**src/logic/dsl_pkg.sv**
```systemverilog
// constants and shared types for the drive status lamp driver
// assumes a 200 MHz drive clock and a synchronous active-low reset
// Operation
// stopped, not ready, idle: lamp off regardless of polarity select.
// stopped, not ready, command executing: lamp on regardless of polarity.
// ready and idle: lamp lit when select is 0, dark when 1.
// ready and executing: lamp dark when select is 0, lit when 1.
// one configuration bit chooses between the two ready-state lamp schemes.
// during ready transitions blink 0.5 s lit, 0.5 s dark.
// while format runs, toggle lamp lit and dark, overriding normal mapping.
// output is active-low open collector: pull low to light, release for dark.
// blink and toggle timing from a clock counter, reset to dark phase.
package dsl_pkg;
    localparam int unsigned CLOCK_HZ = 200_000_000;
    localparam int unsigned BLINK_HALF_MS = 500; // 0.5 s each phase
    localparam int unsigned BLINK_HALF_CYCLES = (CLOCK_HZ / 1000) * BLINK_HALF_MS;
    localparam int unsigned FORMAT_HALF_MS = 500; // format toggle half period
    localparam int unsigned FORMAT_HALF_CYCLES = (CLOCK_HZ / 1000) * FORMAT_HALF_MS;
    localparam int unsigned CNT_W = 27;
    localparam logic PHASE_RESET = 1'b0; // dark phase after reset
    localparam logic LAMP_RESET = 1'b0;

    typedef enum logic [1:0] {
        DSL_MODE_NORMAL = 2'b00,
        DSL_MODE_BLINK = 2'b01,
        DSL_MODE_FORMAT = 2'b11
    } dsl_mode_e;
endpackage

```
**src/logic/dsl_tick_if.sv**
```systemverilog
// carries the timebase half-period and phase between lamp modules
// assumes both ends share the drive clock
`timescale 1ns/100ps
interface dsl_tick_if;
    logic [dsl_pkg::CNT_W-1:0] half_cycles;
    logic restart;
    logic phase;
    modport gen (input half_cycles, input restart, output phase);
    modport use_side (output half_cycles, output restart, input phase);
endinterface

```
**src/logic/dsl_phase_gen.sv**
```systemverilog
// square-wave phase generator counting drive clock cycles
// assumes half_cycles is at least one and held stable between restarts
`timescale 1ns/100ps
module dsl_phase_gen (
    input wire logic clock,
    input wire logic rst_n,
    dsl_tick_if.gen tick
);
    import dsl_pkg::*;

    typedef struct packed {
        logic [CNT_W-1:0] cnt;
        logic phase;
    } dsl_gen_s;

    dsl_gen_s st;
    dsl_gen_s next_st;

    // count a half period, then flip the phase
    always_comb begin
        next_st = st;
        if (tick.restart) begin
            next_st.cnt = '0;
            next_st.phase = PHASE_RESET;
        end else if (st.cnt >= tick.half_cycles - CNT_W'(1)) begin
            next_st.cnt = '0;
            next_st.phase = ~st.phase;
        end else begin
            next_st.cnt = st.cnt + CNT_W'(1);
        end
    end

    always_ff @(posedge clock) begin
        if (!rst_n) begin
            st <= '{cnt: '0, phase: PHASE_RESET};
        end else begin
            st <= next_st;
        end
    end

    assign tick.phase = st.phase;
endmodule

```
**src/logic/dsl_lamp_top.sv**
```systemverilog
// drive status lamp driver: maps drive state to an open-collector lamp
// assumes status inputs may be asynchronous to the drive clock
`timescale 1ns/100ps
module dsl_lamp_top #(
    parameter int unsigned BLINK_CYCLES = dsl_pkg::BLINK_HALF_CYCLES,
    parameter int unsigned FORMAT_CYCLES = dsl_pkg::FORMAT_HALF_CYCLES
) (
    input wire logic clock,
    input wire logic rst_n,
    input wire logic drive_ready,
    input wire logic cmd_active,
    input wire logic ready_transition,
    input wire logic format_active,
    input wire logic lamp_polarity_select,
    output logic drive_status_lamp_o,
    output logic drive_status_lamp_oe
);
    import dsl_pkg::*;

    typedef struct packed {
        logic [4:0] sync1;
        logic [4:0] sync2;
        dsl_mode_e mode;
        logic lit;
        logic oe;
    } dsl_top_s;

    dsl_top_s st;
    dsl_top_s next_st;
    dsl_tick_if tick ();
    logic rdy;
    logic act;
    logic trans;
    logic fmt;
    logic pol;
    logic normal_lit;

    dsl_phase_gen u_gen (
        .clock(clock),
        .rst_n(rst_n),
        .tick(tick)
    );

    assign rdy = st.sync2[0];
    assign act = st.sync2[1];
    assign trans = st.sync2[2];
    assign fmt = st.sync2[3];
    assign pol = st.sync2[4];

    // ready-state truth table; polarity only matters once ready
    always_comb begin
        if (!rdy) begin
            normal_lit = act;
        end else begin
            normal_lit = act ? pol : ~pol;
        end
    end

    // format beats transition beats normal; restart timebase on mode change
    always_comb begin
        next_st = st;
        next_st.sync1 = {lamp_polarity_select, format_active, ready_transition,
                         cmd_active, drive_ready};
        next_st.sync2 = st.sync1;
        if (fmt) begin
            next_st.mode = DSL_MODE_FORMAT;
        end else if (trans) begin
            next_st.mode = DSL_MODE_BLINK;
        end else begin
            next_st.mode = DSL_MODE_NORMAL;
        end
        case (st.mode)
            DSL_MODE_FORMAT: next_st.lit = tick.phase;
            DSL_MODE_BLINK: next_st.lit = tick.phase;
            DSL_MODE_NORMAL: next_st.lit = normal_lit;
            default: next_st.lit = LAMP_RESET;
        endcase
        next_st.oe = next_st.lit;
    end

    // timebase period follows the selected mode
    always_comb begin
        tick.half_cycles = (next_st.mode == DSL_MODE_FORMAT) ?
            CNT_W'(FORMAT_CYCLES) : CNT_W'(BLINK_CYCLES);
        tick.restart = (next_st.mode != st.mode);
    end

    always_ff @(posedge clock) begin
        if (!rst_n) begin
            st <= '{sync1: '0, sync2: '0, mode: DSL_MODE_NORMAL,
                    lit: LAMP_RESET, oe: 1'b0};
        end else begin
            st <= next_st;
        end
    end

    // driven level is always low; enable alone sinks the cathode
    assign drive_status_lamp_o = 1'b0;
    assign drive_status_lamp_oe = st.oe;
endmodule

```
**config.mk**
```make
export PLATFORM = sky130hd
export DESIGN_NAME = dsl_lamp_top
export DESIGN_NICKNAME = d
export VERILOG_FILES = /design/src/logic/dsl_pkg.sv /design/src/logic/dsl_tick_if.sv /design/src/logic/dsl_phase_gen.sv /design/src/logic/dsl_lamp_top.sv
export SDC_FILE = /design/constraint.sdc
export NUM_CORES = 1
export LEC_CHECK = 0
export BUFFER_PORTS_ARGS = -buffer_cell sky130_fd_sc_hd__buf_4
export CAP_MARGIN = 20
export CORE_MARGIN = 2
export CORE_UTILIZATION = 50
export DETAILED_ROUTE_END_ITERATION = 7
export PLACE_DENSITY = 0.72
export SKIP_LAST_GASP = 1
export SYNTH_ARGS = -nofsm -noshare
export SYNTH_HDL_FRONTEND = slang
export SYNTH_SLANG_ARGS = --single-unit
```
**constraint.sdc**
```tcl
create_clock -name clock -period 2.25 [get_ports clock]
set_input_delay 0 -clock clock [delete_from_list [all_inputs] [get_ports clock]]
set_output_delay 0 -clock clock [all_outputs]
set_load 0.05 [all_outputs]
```
Word-level counts from Yosys, hierarchy flattened
Index checks and enable logic that the tools add are counted.
{"block": "word_totals", "reg_bits": 41, "inputBits": 7}
{"block": "op_classes", "addsub": 1, "n_lt_le_gt_ge": 1, "n_eq_ne": 3, "mux": 5, "bitwise": 3, "n_reduce_logical": 4}
{"cell": "27-bit by 1-bit adder with 27-bit output (second input constant)", "n": 1}
{"cell": "27-bit >= comparator (second input constant)", "n": 1}
{"cell": "2-bit OR reduction", "n": 2}
{"cell": "1-bit 2-to-1 mux", "n": 3}
{"cell": "1-bit NOT", "n": 3}
{"cell": "3-bit OR reduction", "n": 1}
{"cell": "2-bit by 1-bit equality test with 1-bit output (second input constant)", "n": 1}
{"cell": "2-bit equality test (second input constant)", "n": 1}
{"cell": "2-bit zero test", "n": 1}
{"cell": "2-bit 2-to-1 mux", "n": 1}
{"cell": "2-bit != test", "n": 1}
{"cell": "1-bit case mux with 2 select lines", "n": 1}

Depth between registers and ports, before layout
Gate-level depths: netlist of run 1.
{"block": "logic_depth", "word_depth": 4, "mapped_depth": 7, "mapped_depth_nobuf": 6}

Cells and area by module
From an unflattened synthesis of run 1, not the netlist that was laid out.
{"block": "unflattened", "hier_cells": 308, "hier_area_um2": 2611.3}
{"module": "dsl_phase_gen", "n_inst": 1, "cells_each": 270, "area_per_inst_um2": 2200.9, "seq_area_each_um2": 560.5}
{"module": "dsl_lamp_top", "n_inst": 1, "cells_each": 38, "area_per_inst_um2": 410.4, "seq_area_each_um2": 260.2}

Worst setup path after synthesis of run 1
Ideal clock, no wire load.
{"block": "synth_timing", "path_kind": "register to register", "start": "register u_gen.st[1] in the netlist's numbering", "end": "register u_gen.st[25] in the netlist's numbering", "setup_time_ns": 0.115, "t_arrival_ns": 1.487, "required_ns": 2.135, "slack_ns": 0.648, "stages_incl_launch_ff": 7, "path_buffers": 0, "synth_period_minus_slack_ns": 1.602, "path_cell_list": "dfxtp_1 > ha_1 > nand2_1 > or3_4 > nor4_1 > xnor2_1 > nor2_2"}
{"block": "synth_between", "elab_chain_len": 2, "word_cells_on_any_way": 3}
{"element": "from (decl)", "line": "dsl_phase_gen.sv:16", "text": "dsl_gen_s st;"}
{"element": "from (signal assigned)", "line": "dsl_phase_gen.sv:35", "text": "st <= '{cnt: '0, phase: PHASE_RESET};"}
{"element": "from (signal assigned)", "line": "dsl_phase_gen.sv:37", "text": "st <= next_st;"}
{"element": "27-bit >= comparator", "line": "dsl_phase_gen.sv:25", "text": "end else if (st.cnt >= tick.half_cycles - CNT_W'(1)) begin"}
{"element": "3-bit OR reduction (no source line)"}
Parallel ways exist; a longest one is shown, timed or not.
A chain may end at the register's enable or synchronous reset.

Worst setup path after layout of run 1
{"block": "layout_timing", "start": "register u_gen.st[20] in the netlist's numbering", "end": "register u_gen.st[9] in the netlist's numbering"}
{"block": "layout_between", "elab_chain_len": 2}
{"element": "27-bit >= comparator", "line": "dsl_phase_gen.sv:25"}
{"element": "3-bit OR reduction (no source line)"}
No other way between the ends.

==> metrics list, run 1 <==
- Initial Utilization: 0.526
* Layout area overhead: 13.2%
- Yosys mapped a number of flops with a built-in enable equal to 0.
- Highest signal layer in the routed design: met4
- Post-synthesis adder-cell area fraction: 0.00708
- In the final layout, the share of cells above drive strength 1 is 0.154.
- Commonest cells post-synth: 41 x dfxtp_1, 23 x nor2_1, 19 x xnor2_1
- Number of pins with negative max-slew slack in the final report: 0
* Dpl ws: ~230 ps
- The biggest area contributor in the post-synthesis netlist is dfxtp_1.
- Top-level I/O count: 9
* Start point of the worst min-delay path: next_st[7]
* Initial antenna violation count: 0
- Setup repair after global routing left no endpoint under its margin.
* Worst setup margin: 185 ps
* Via count of the first global-routing pass: 1,217
* Part of the Yosys area used for sequential elements: 0.464
- The smallest clock period supported by the final layout is computed as between 2000 and 2500 ps.
* Final hold vios: 0
* Synthesized area per cell: 9.45 µm²
- Final ANT Viol Nets: 0
- The worst register-to-register path begins at u_gen.st[20].
- After floorplanning, the core was divided into 21 placement rows.
- Top cells by area in the synthesized netlist: dfxtp_1 46%, xnor2_1 9.4%, and2_1 5.0%
- Adding up every negative setup slack in the final design gives 0 ps.
- After clock tree synthesis, the clock-pin slew on the worst setup and hold paths is 120 ps.
- Complex-gate fraction of the synthesized area: 0.0425
* Clock latency of the later-clocked register in the worst-skew pair: 360 ps
- Buffers inserted during clock tree synthesis total 5.
- In the final routed layout, each cell accounts on average for about 12 µm.
- Die outline area: around 4000 µm²
- The die is 63.5 µm wide.
* Critical-path cell with the highest stage delay: nand3_2
- Vias/cell: 5.11
- Leakage component of the power: roughly 0.7 nW
- Least-Margin Pin Slew: approximately 640 ps
- Power per Cell Area: 590 nW/µm²
* Maximum fanout encountered on the critical timing path: 27
* Number of synthesis warnings: 0
- For this run, the leading register cell type out of synthesis is dfxtp_1.
* Synthesized netlist cell count: 187
- The worst register-to-register path ends at u_gen.st[9].
- The routed design uses about 1.5 mm of met2 wire.
* DR DRC count: 0
- In the post-synthesis netlist, the cell with the most instances is dfxtp_1.
- After detailed routing, the wire length on met1 is between 1 and 1.5 mm.
- Height of the chip: 63.5 µm
- In the finished design, the share of the clock period the worst path needs comes to 0.918.
- Root buffer cell: clkbuf_4
- Total Wirelength: 3.07 mm
- STA classifies the critical path startpoint as a flop.
* Clock tree from TritonCTS: yes
- In this run the deepest clock path goes through 2 buffers.
- Maximum number of pins on one net before global-route repair: 28
- Core area: 3360 µm²
- Data required, critical path: around 2500 ps
* Share of cell area taken by muxes after synthesis: 0
- The critical path in this run is classified as flop to flop.
* Worst Setup End Kind: flop
- Setup slack on the worst reg-to-reg path comes out at approximately 190 ps.
- Xor and xnor fraction of the mapped netlist area: 0.124
- The first TritonRoute pass finished after 4 iterations.
- The clock tree synthesis step divided the H-tree into 2 levels.
- Tightest slew margin relative to the limit: 0.573
* Destination of the worst hold path: fmt
- Synthesis inferred slightly above 40 register bits.
- Number of DRC violations after detailed-routing iteration 0: 57
- Worst IR drop on VDD: approximately 0.51 mV
- Number of nets produced by synthesis: between 150 and 200
* Routability cong.: 0.785
- Highest Clock Rate: about 0.48 GHz
* Detailed route wirelength on metal3: about 120 µm
* Fraction of registers with async set or reset after synthesis: 0
- The synthesized netlist contains 40 unique library cells.
* Number of cells traversed by the worst register-to-register path: 5
* Hold Crit Class: flop to flop
- The flow ran to the end, and the final reports show no timing, DRC or antenna violations.
- Measured on the finished design, the core utilization comes to 0.595.
* Number of failing setup endpoints in the final timing report: 0
* Area share of the largest cell type after synthesis: 0.464
- The count of buffers added on input and output ports is 7.
- Max-cap violations in this run came to 0.
- Post-layout nets: roughly 220
- After global routing the overflow that remains totals 0.
- Counting instances, the worst hold path has a depth of 1.
- Combinational family with the most area after synthesis: simple AND/OR/NAND/NOR gates
* Synthesized area: about 1800 µm²
- Gr usage total: 0.172
- Largest stage delay on the critical path: about 580 ps
* Arrival time of the worst setup path: 2340 ps
- Inserted Diodes: 0
- Counting every sink on the clock net gives 41.
- Detailed routing inserted a total of around 1,300 vias.
- Gates resized during post-CTS repair numbered 0.
* Simple logic cell fraction of the synthesized area: 0.323
- Final HPWL from detailed placement: between 2 and 2.5 mm
* Worst Clk Skew: around 14 ps
- Traced cell by cell, the critical path runs through and4bb_1, and3_4, a22oi_1, nand3_2, nor2_1.
- The first global-routing pass estimated about 5.4 mm of wire.
-- cell families after synthesis --
kind of cell               after synthesis
other                                    1
AOI/OAI and AO/OA                       11
buffers and inverters                   10
xor gates and xnor gates                25
and+or+nand+nor                         98
DFF                                     41
adders and majority gates                1
-- per-layer routing --
metal | track usage | vias up
li1 | - | 663
met1 | 0.215 | 611
met2 | 0.274 | 16
met3 | 0.0482 | 7
met4 | 0.0815 | 0
met5 | 0 | -
-- registers in the layout (all words and copies together), names as in the netlist --
| signal | flops |
|---|---|
| drive_status_lamp_oe | 1 |
| u_gen.st | 27 |
| rdy | 1 |
| st | 3 |
| next_st | 5 |
| fmt | 1 |
| u_gen.tick.phase | 1 |
| pol | 1 |
| act | 1 |
-- worst max-delay path, delay by kind of cell, from the launching register on --
family / cells / cell delay, ps
AND/OR/NAND/NOR: 4 / 1250
flip-flops: 1 / 460
AO/OA/AOI/OAI: 1 / 270
-- metrics by stage --
| stage | std cells | cell area [µm²] | hold slack, ps | total power, W |
|---|---|---|---|---|
| CTS | 254 | 2000 | 447 | 0.00119 |
| global placement | 235 | 1840 | 213 | 0.000815 |
| finish | 254 | 2000 | 444 | 0.00118 |
| floorplan | 187 | 1770 | 122 | 0.000807 |
| global route | 254 | 2000 | 470 | 0.00123 |
| detailed placement | 235 | 1840 | 212 | 0.000817 |
-- worst max path at each step --
stage / cells after the start / to / slack (ps) / start
2_1_floorplan: 6 / u_gen.st[25] / 650 / u_gen.st[1]
3_3_place_gp: 4 / u_gen.st[20] / 300 / st[2]
3_5_place_dp: 5 / u_gen.st[10] / 230 / u_gen.st[20]
4_1_cts: 4 / u_gen.st[10] / 170 / st[2]
5_1_grt: 5 / u_gen.st[14] / 20 / u_gen.st[20]
6_report: 5 / u_gen.st[9] / 190 / u_gen.st[20]
-- placed cells by master, fill, tap and decap left out, types with 2 or more instances in the layout --
| cell type | count |
|---|---|
| nor2_2 | 9 |
| or3_1 | 2 |
| nand4_1 | 4 |
| nand2_1 | 9 |
| nor2_1 | 23 |
| nand3_1 | 8 |
| xnor2_1 | 19 |
| dlygate4sd3_1 | 11 |
| nor4_1 | 2 |
| and2_1 | 14 |
| nor2b_1 | 2 |
| nor4_4 | 2 |
| dfxtp_1 | 41 |
| a21oi_1 | 2 |
| nor3_1 | 10 |
| nand3_2 | 2 |
| xor2_1 | 6 |
| clkinv_2 | 2 |
| and3_1 | 4 |
| inv_1 | 4 |
| buf_4 | 8 |
| clkbuf_4 | 5 |
-- cell type report --
class                           instances  area [µm²]
Fill cell                             322        1360
Multi-Input combinational cell        136         882
Sequential cell                        41         821
Timing Repair Buffer                   19         170
Tap cell                               46        57.6
Clock buffer                            5        37.5
Clock inverter                          3        17.5
Inverter                                4        15.0
-- power by group --
part	switching [W]	internal, W
Combinational	0.0000373	0.0000328
Sequential	0.00000684	0.000740
Clock	0.000246	0.000118
Total	0.000290	0.000891
-- timing repair --
item / CTS / global route
hold buffers: 11 / 0
endpoints found under the hold margin: 13 / 0
buffers inserted: 0 / 0
Note: power is estimated with default switching activity, not from simulation.
==> run 2: changes to the inputs <==
--- a/config.mk
+++ b/config.mk
@@ -5,6 +5,7 @@
 export SDC_FILE = /design/constraint.sdc
 export NUM_CORES = 1
 export LEC_CHECK = 0
+export ABC_AREA = 1
 export BUFFER_PORTS_ARGS = -buffer_cell sky130_fd_sc_hd__buf_4
 export CAP_MARGIN = 20
 export CORE_MARGIN = 2
==> metrics list, run 2 <==
- Top-level I/O count: 9 (unchanged)
- Share of cell area taken by muxes after synthesis: 0 (unchanged)
* Worst Setup End Kind: flop
- Core area: 4000 µm² (+19%)
- In the layout the commonest cells are 78 x nand2_1, 44 x nor2_1, 41 x dfxtp_1, 35 x inv_1, 14 x nor2_2.
- By area, the combinational part of the netlist is dominated by simple AND/OR/NAND/NOR gates.
- Wire length per cell: 11.4 µm (-5.6%)
* Highest Clock Rate: 0.572 GHz (+18%)
* Number of sinks handled by clock tree synthesis: 41 (unchanged)
- The post-synthesis sequential area ratio is 0.397 (-0.0669).
* Top cells by area in the synthesized netlist: dfxtp_1 40%, nand2_1 14%, nor2_1 8.0%
- The via count of the first global-routing pass is 1,623 (+33%).
- Worst IR drop on VDD: 0.481 mV (-6.4%)
- The xor and xnor fraction of the mapped netlist area was 0.0636 (-0.0603).
- The count of port buffers added during placement is 7 (unchanged).
- TritonCTS built the clock tree.
* Start-to-end type of the worst setup path: flop to flop
* Unique masters post-synth: 31 (-23%)
- The TritonCTS buffer count came to 5 (unchanged).
- The synthesized net count is 299 (+53%).
- Register with the most flip-flops: u_gen.st
- The deepest clock path buffer count was 2 (unchanged).
- Number of flip-flops under the largest register name: 27 (unchanged)
- The worst setup path is launched from a flop.
* Least-Margin Pin Slew: 500 ps (-139 ps)
- Synthesized area: 2070 µm² (+17%)
- Clock latency of the later-clocked register in the worst-skew pair: 290 ps (-70 ps)
- Vias/cell: 4.89 (-4.2%)
* Number of pins with negative max-slew slack in the final report: 0 (unchanged)
- The number of H-tree levels is 2 (unchanged).
- The pin count of the biggest net entering global routing is 28 (unchanged).
- The combined global-route utilization of all metal layers came to 0.201 (+0.0292).
- Arrival time of the worst setup path: 1960 ps (-380 ps)
- DR DRC count: 0 (unchanged)
- Hold Crit Class: flop to flop
- The number of warnings issued by yosys is 0 (unchanged).
- Yosys instantiated no cell more often than nand2_1.
- Simple logic cell fraction of the synthesized area: 0.391 (+0.0679)
- The number of core rows was 23 (+9.5%).
- The global placement routability congestion is 0.820 (+4.4%).
- Power per Cell Area: 605 nW/µm² (+2.5%)
- Setup repair after global routing left no endpoint under its margin.
- Final ANT Viol Nets: 0 (unchanged)
- Tightest slew margin relative to the limit: 0.666 (+0.0928)
- The final sum of negative setup slack is 0 ps (unchanged).
- Final HPWL from detailed placement: 2.94 mm (+40%)
- The total of max-cap violations was 0 (unchanged).
* Post-layout power: 0.00143 W (+21%)
- Top cell type by total area after synthesis: dfxtp_1
- Leaving out fill and tap cells, the most frequent cell in the layout is nand2_1.
* Count of vias placed by the detailed router: 1,771 (+37%)
* Status: finished clean
- The maximum fanout encountered on the critical timing path is 27 (unchanged).
- Commonest cells post-synth: 78 x nand2_1, 44 x nor2_1, 41 x dfxtp_1
- The post-route minimum period was 1750 ps (-318 ps).
- Layout area overhead: 14.4%
- The filler cell count in the final layout came to 360 (+12%).
- The required time of the worst setup path came to 2470 ps (-60 ps).
* Area share of the largest cell type after synthesis: 0.397 (-0.0669)
- The compound-gate portion of the synthesized area came to 0.0521 (+0.00963).
- The total grt overflow came to 0 (unchanged).
- Initial Utilization: 0.516 (-0.00925)
* Leakage component of the power: 0.860 nW (+20%)
- EDFF count, synth: 0 (unchanged)
- Number of DRC violations after detailed-routing iteration 0: 68 (+19%)
- First-pass GRT wire length: 6.89 mm (+29%)
- Worst Clk Skew: 5.04 ps (-8.57 ps)
- The number of inserted diodes is 0 (unchanged).
- Synthesized netlist cell count: 291 (+56%)
* Post-synthesis adder-cell area fraction: 0.00606 (-0.00102)
- The total routed wirelength is 4.13 mm (+35%).
- CTS placed an instance of clkbuf_8 at the clock tree root.
- The register bit count reported by yosys is 41 (unchanged).
- The synthesized area per cell came to 7.10 µm² (-25%).
* Dominant synthesized flop cell: dfxtp_1
* Final worst-path cycle share: 0.776 (-0.141)
- The total iterations of the first detailed-routing run is 4 (unchanged).
* Post-layout nets: 319 (+48%)
* Final hold vios: 0 (unchanged)
- Share of cells above drive strength 1: 0.157 (+0.00321)
- Horizontal die dimension: 68.3 µm (+7.6%)
* Number of failing setup endpoints in the final timing report: 0 (unchanged)
- The die area is 4660 µm² (+16%).
- Clock Pin Slew Worst Setup and Hold Paths: 80 ps (-40 ps)
* Height of the chip: 68.3 µm (+7.6%)
- The number of antenna violations at the first check in global routing came to 0 (unchanged).
- Fraction of registers with async set or reset after synthesis: 0 (unchanged)
- Post-CTS Resized: 0 (unchanged)
==> run 2: cell count changes after synthesis, sizes merged, moves of 3 or more <==
cell	previous run	this run
nor4	4	0
and3	5	0
and2	14	1
nand2	9	84
inv	4	37
xnor2	19	5
nor3	10	5
xor2	6	10
or3	3	0
nor2	32	59
a21oi	2	14
nand3b	0	4
==> run 2: metal layers <==
layer | global-route usage | wire, µm | vias to the layer above | part of all wire
met5 | 0 | 0 | - | 0
met1 | 0.229 | 1850 | 799 | 0.45
met4 | 0.0800 | 103 | 0 | 0.025
li1 | - | - | 927 | -
met3 | 0.0510 | 139 | 9 | 0.034
met2 | 0.358 | 2030 | 36 | 0.49
==> run 2: area by class of cell <==
type,instances,area [µm²],share of cell area
clock inverter,3,46.3,0.0196
tap,50,62.6,0.0265
multi-input combinational,208,1060,0.450
sequential,41,821,0.347
clock buffer,5,68.8,0.0291
timing repair buffer,18,163,0.0688
inverter,37,139,0.0588
==> run 2: worst max-delay path, stage by stage, from the launching register on <==
cell and delay, ps:
dfxtp_1 330, ha_1 230, nand3_2 140, inv_2 60, nand2_2 90, nor2_2 50
nand2_2 90, nand4_4 420, a21oi_1 270
==> run 2: kinds of logic (layout without fill, tap and decap cells) <==
| kind of cell | count (synthesis) | in the layout |
|---|---|---|
| AND/OR/NAND/NOR | 174 | 174 |
| XOR/XNOR | 15 | 15 |
| AO/OA/AOI/OAI | 17 | 17 |
| buffers and inverters | 42 | 63 |
| other | 1 | 1 |
| adder cells (fa/ha/maj) | 1 | 1 |
| flip-flops | 41 | 41 |
==> run 2: stage by stage <==
step / util / hold slack (ps) / setup slack (ps) / instances / cell area (µm²)
6_report: 0.591 / 417 / 503 / 362 / 2360
5_1_grt: 0.591 / 450 / 365 / 362 / 2360
2_1_floorplan: - / 97.6 / 810 / 291 / 2070
4_1_cts: 0.591 / 418 / 485 / 362 / 2360
3_5_place_dp: 0.535 / 185 / 507 / 343 / 2140
3_3_place_gp: 0.535 / 180 / 570 / 343 / 2140
==> run 2: what timing repair did <==
action	in CTS	in global routing
hold buffers	11	0
hold endpoints to repair	11	0
buffers inserted	0	0
==> run 2: path summary, 6_finish.rpt <==
path | from | to | slack, ps | cells past startpoint
min reg2reg | next_st[7] | fmt | 420 | 2
min | next_st[7] | fmt | 420 | 2
max reg2reg | u_gen.st[1] | u_gen.st[21] | 500 | 8
max | u_gen.st[1] | u_gen.st[21] | 500 | 8
==> run 2: power breakdown <==
part / internal (W) / total, W / leakage (nW) / switching (W)
Combinational: 0.0000343 / 0.0000817 / 0.473 / 0.0000474
Sequential: 0.000739 / 0.000745 / 0.333 / 0.00000568
Clock: 0.000332 / 0.000603 / 0.0543 / 0.000271
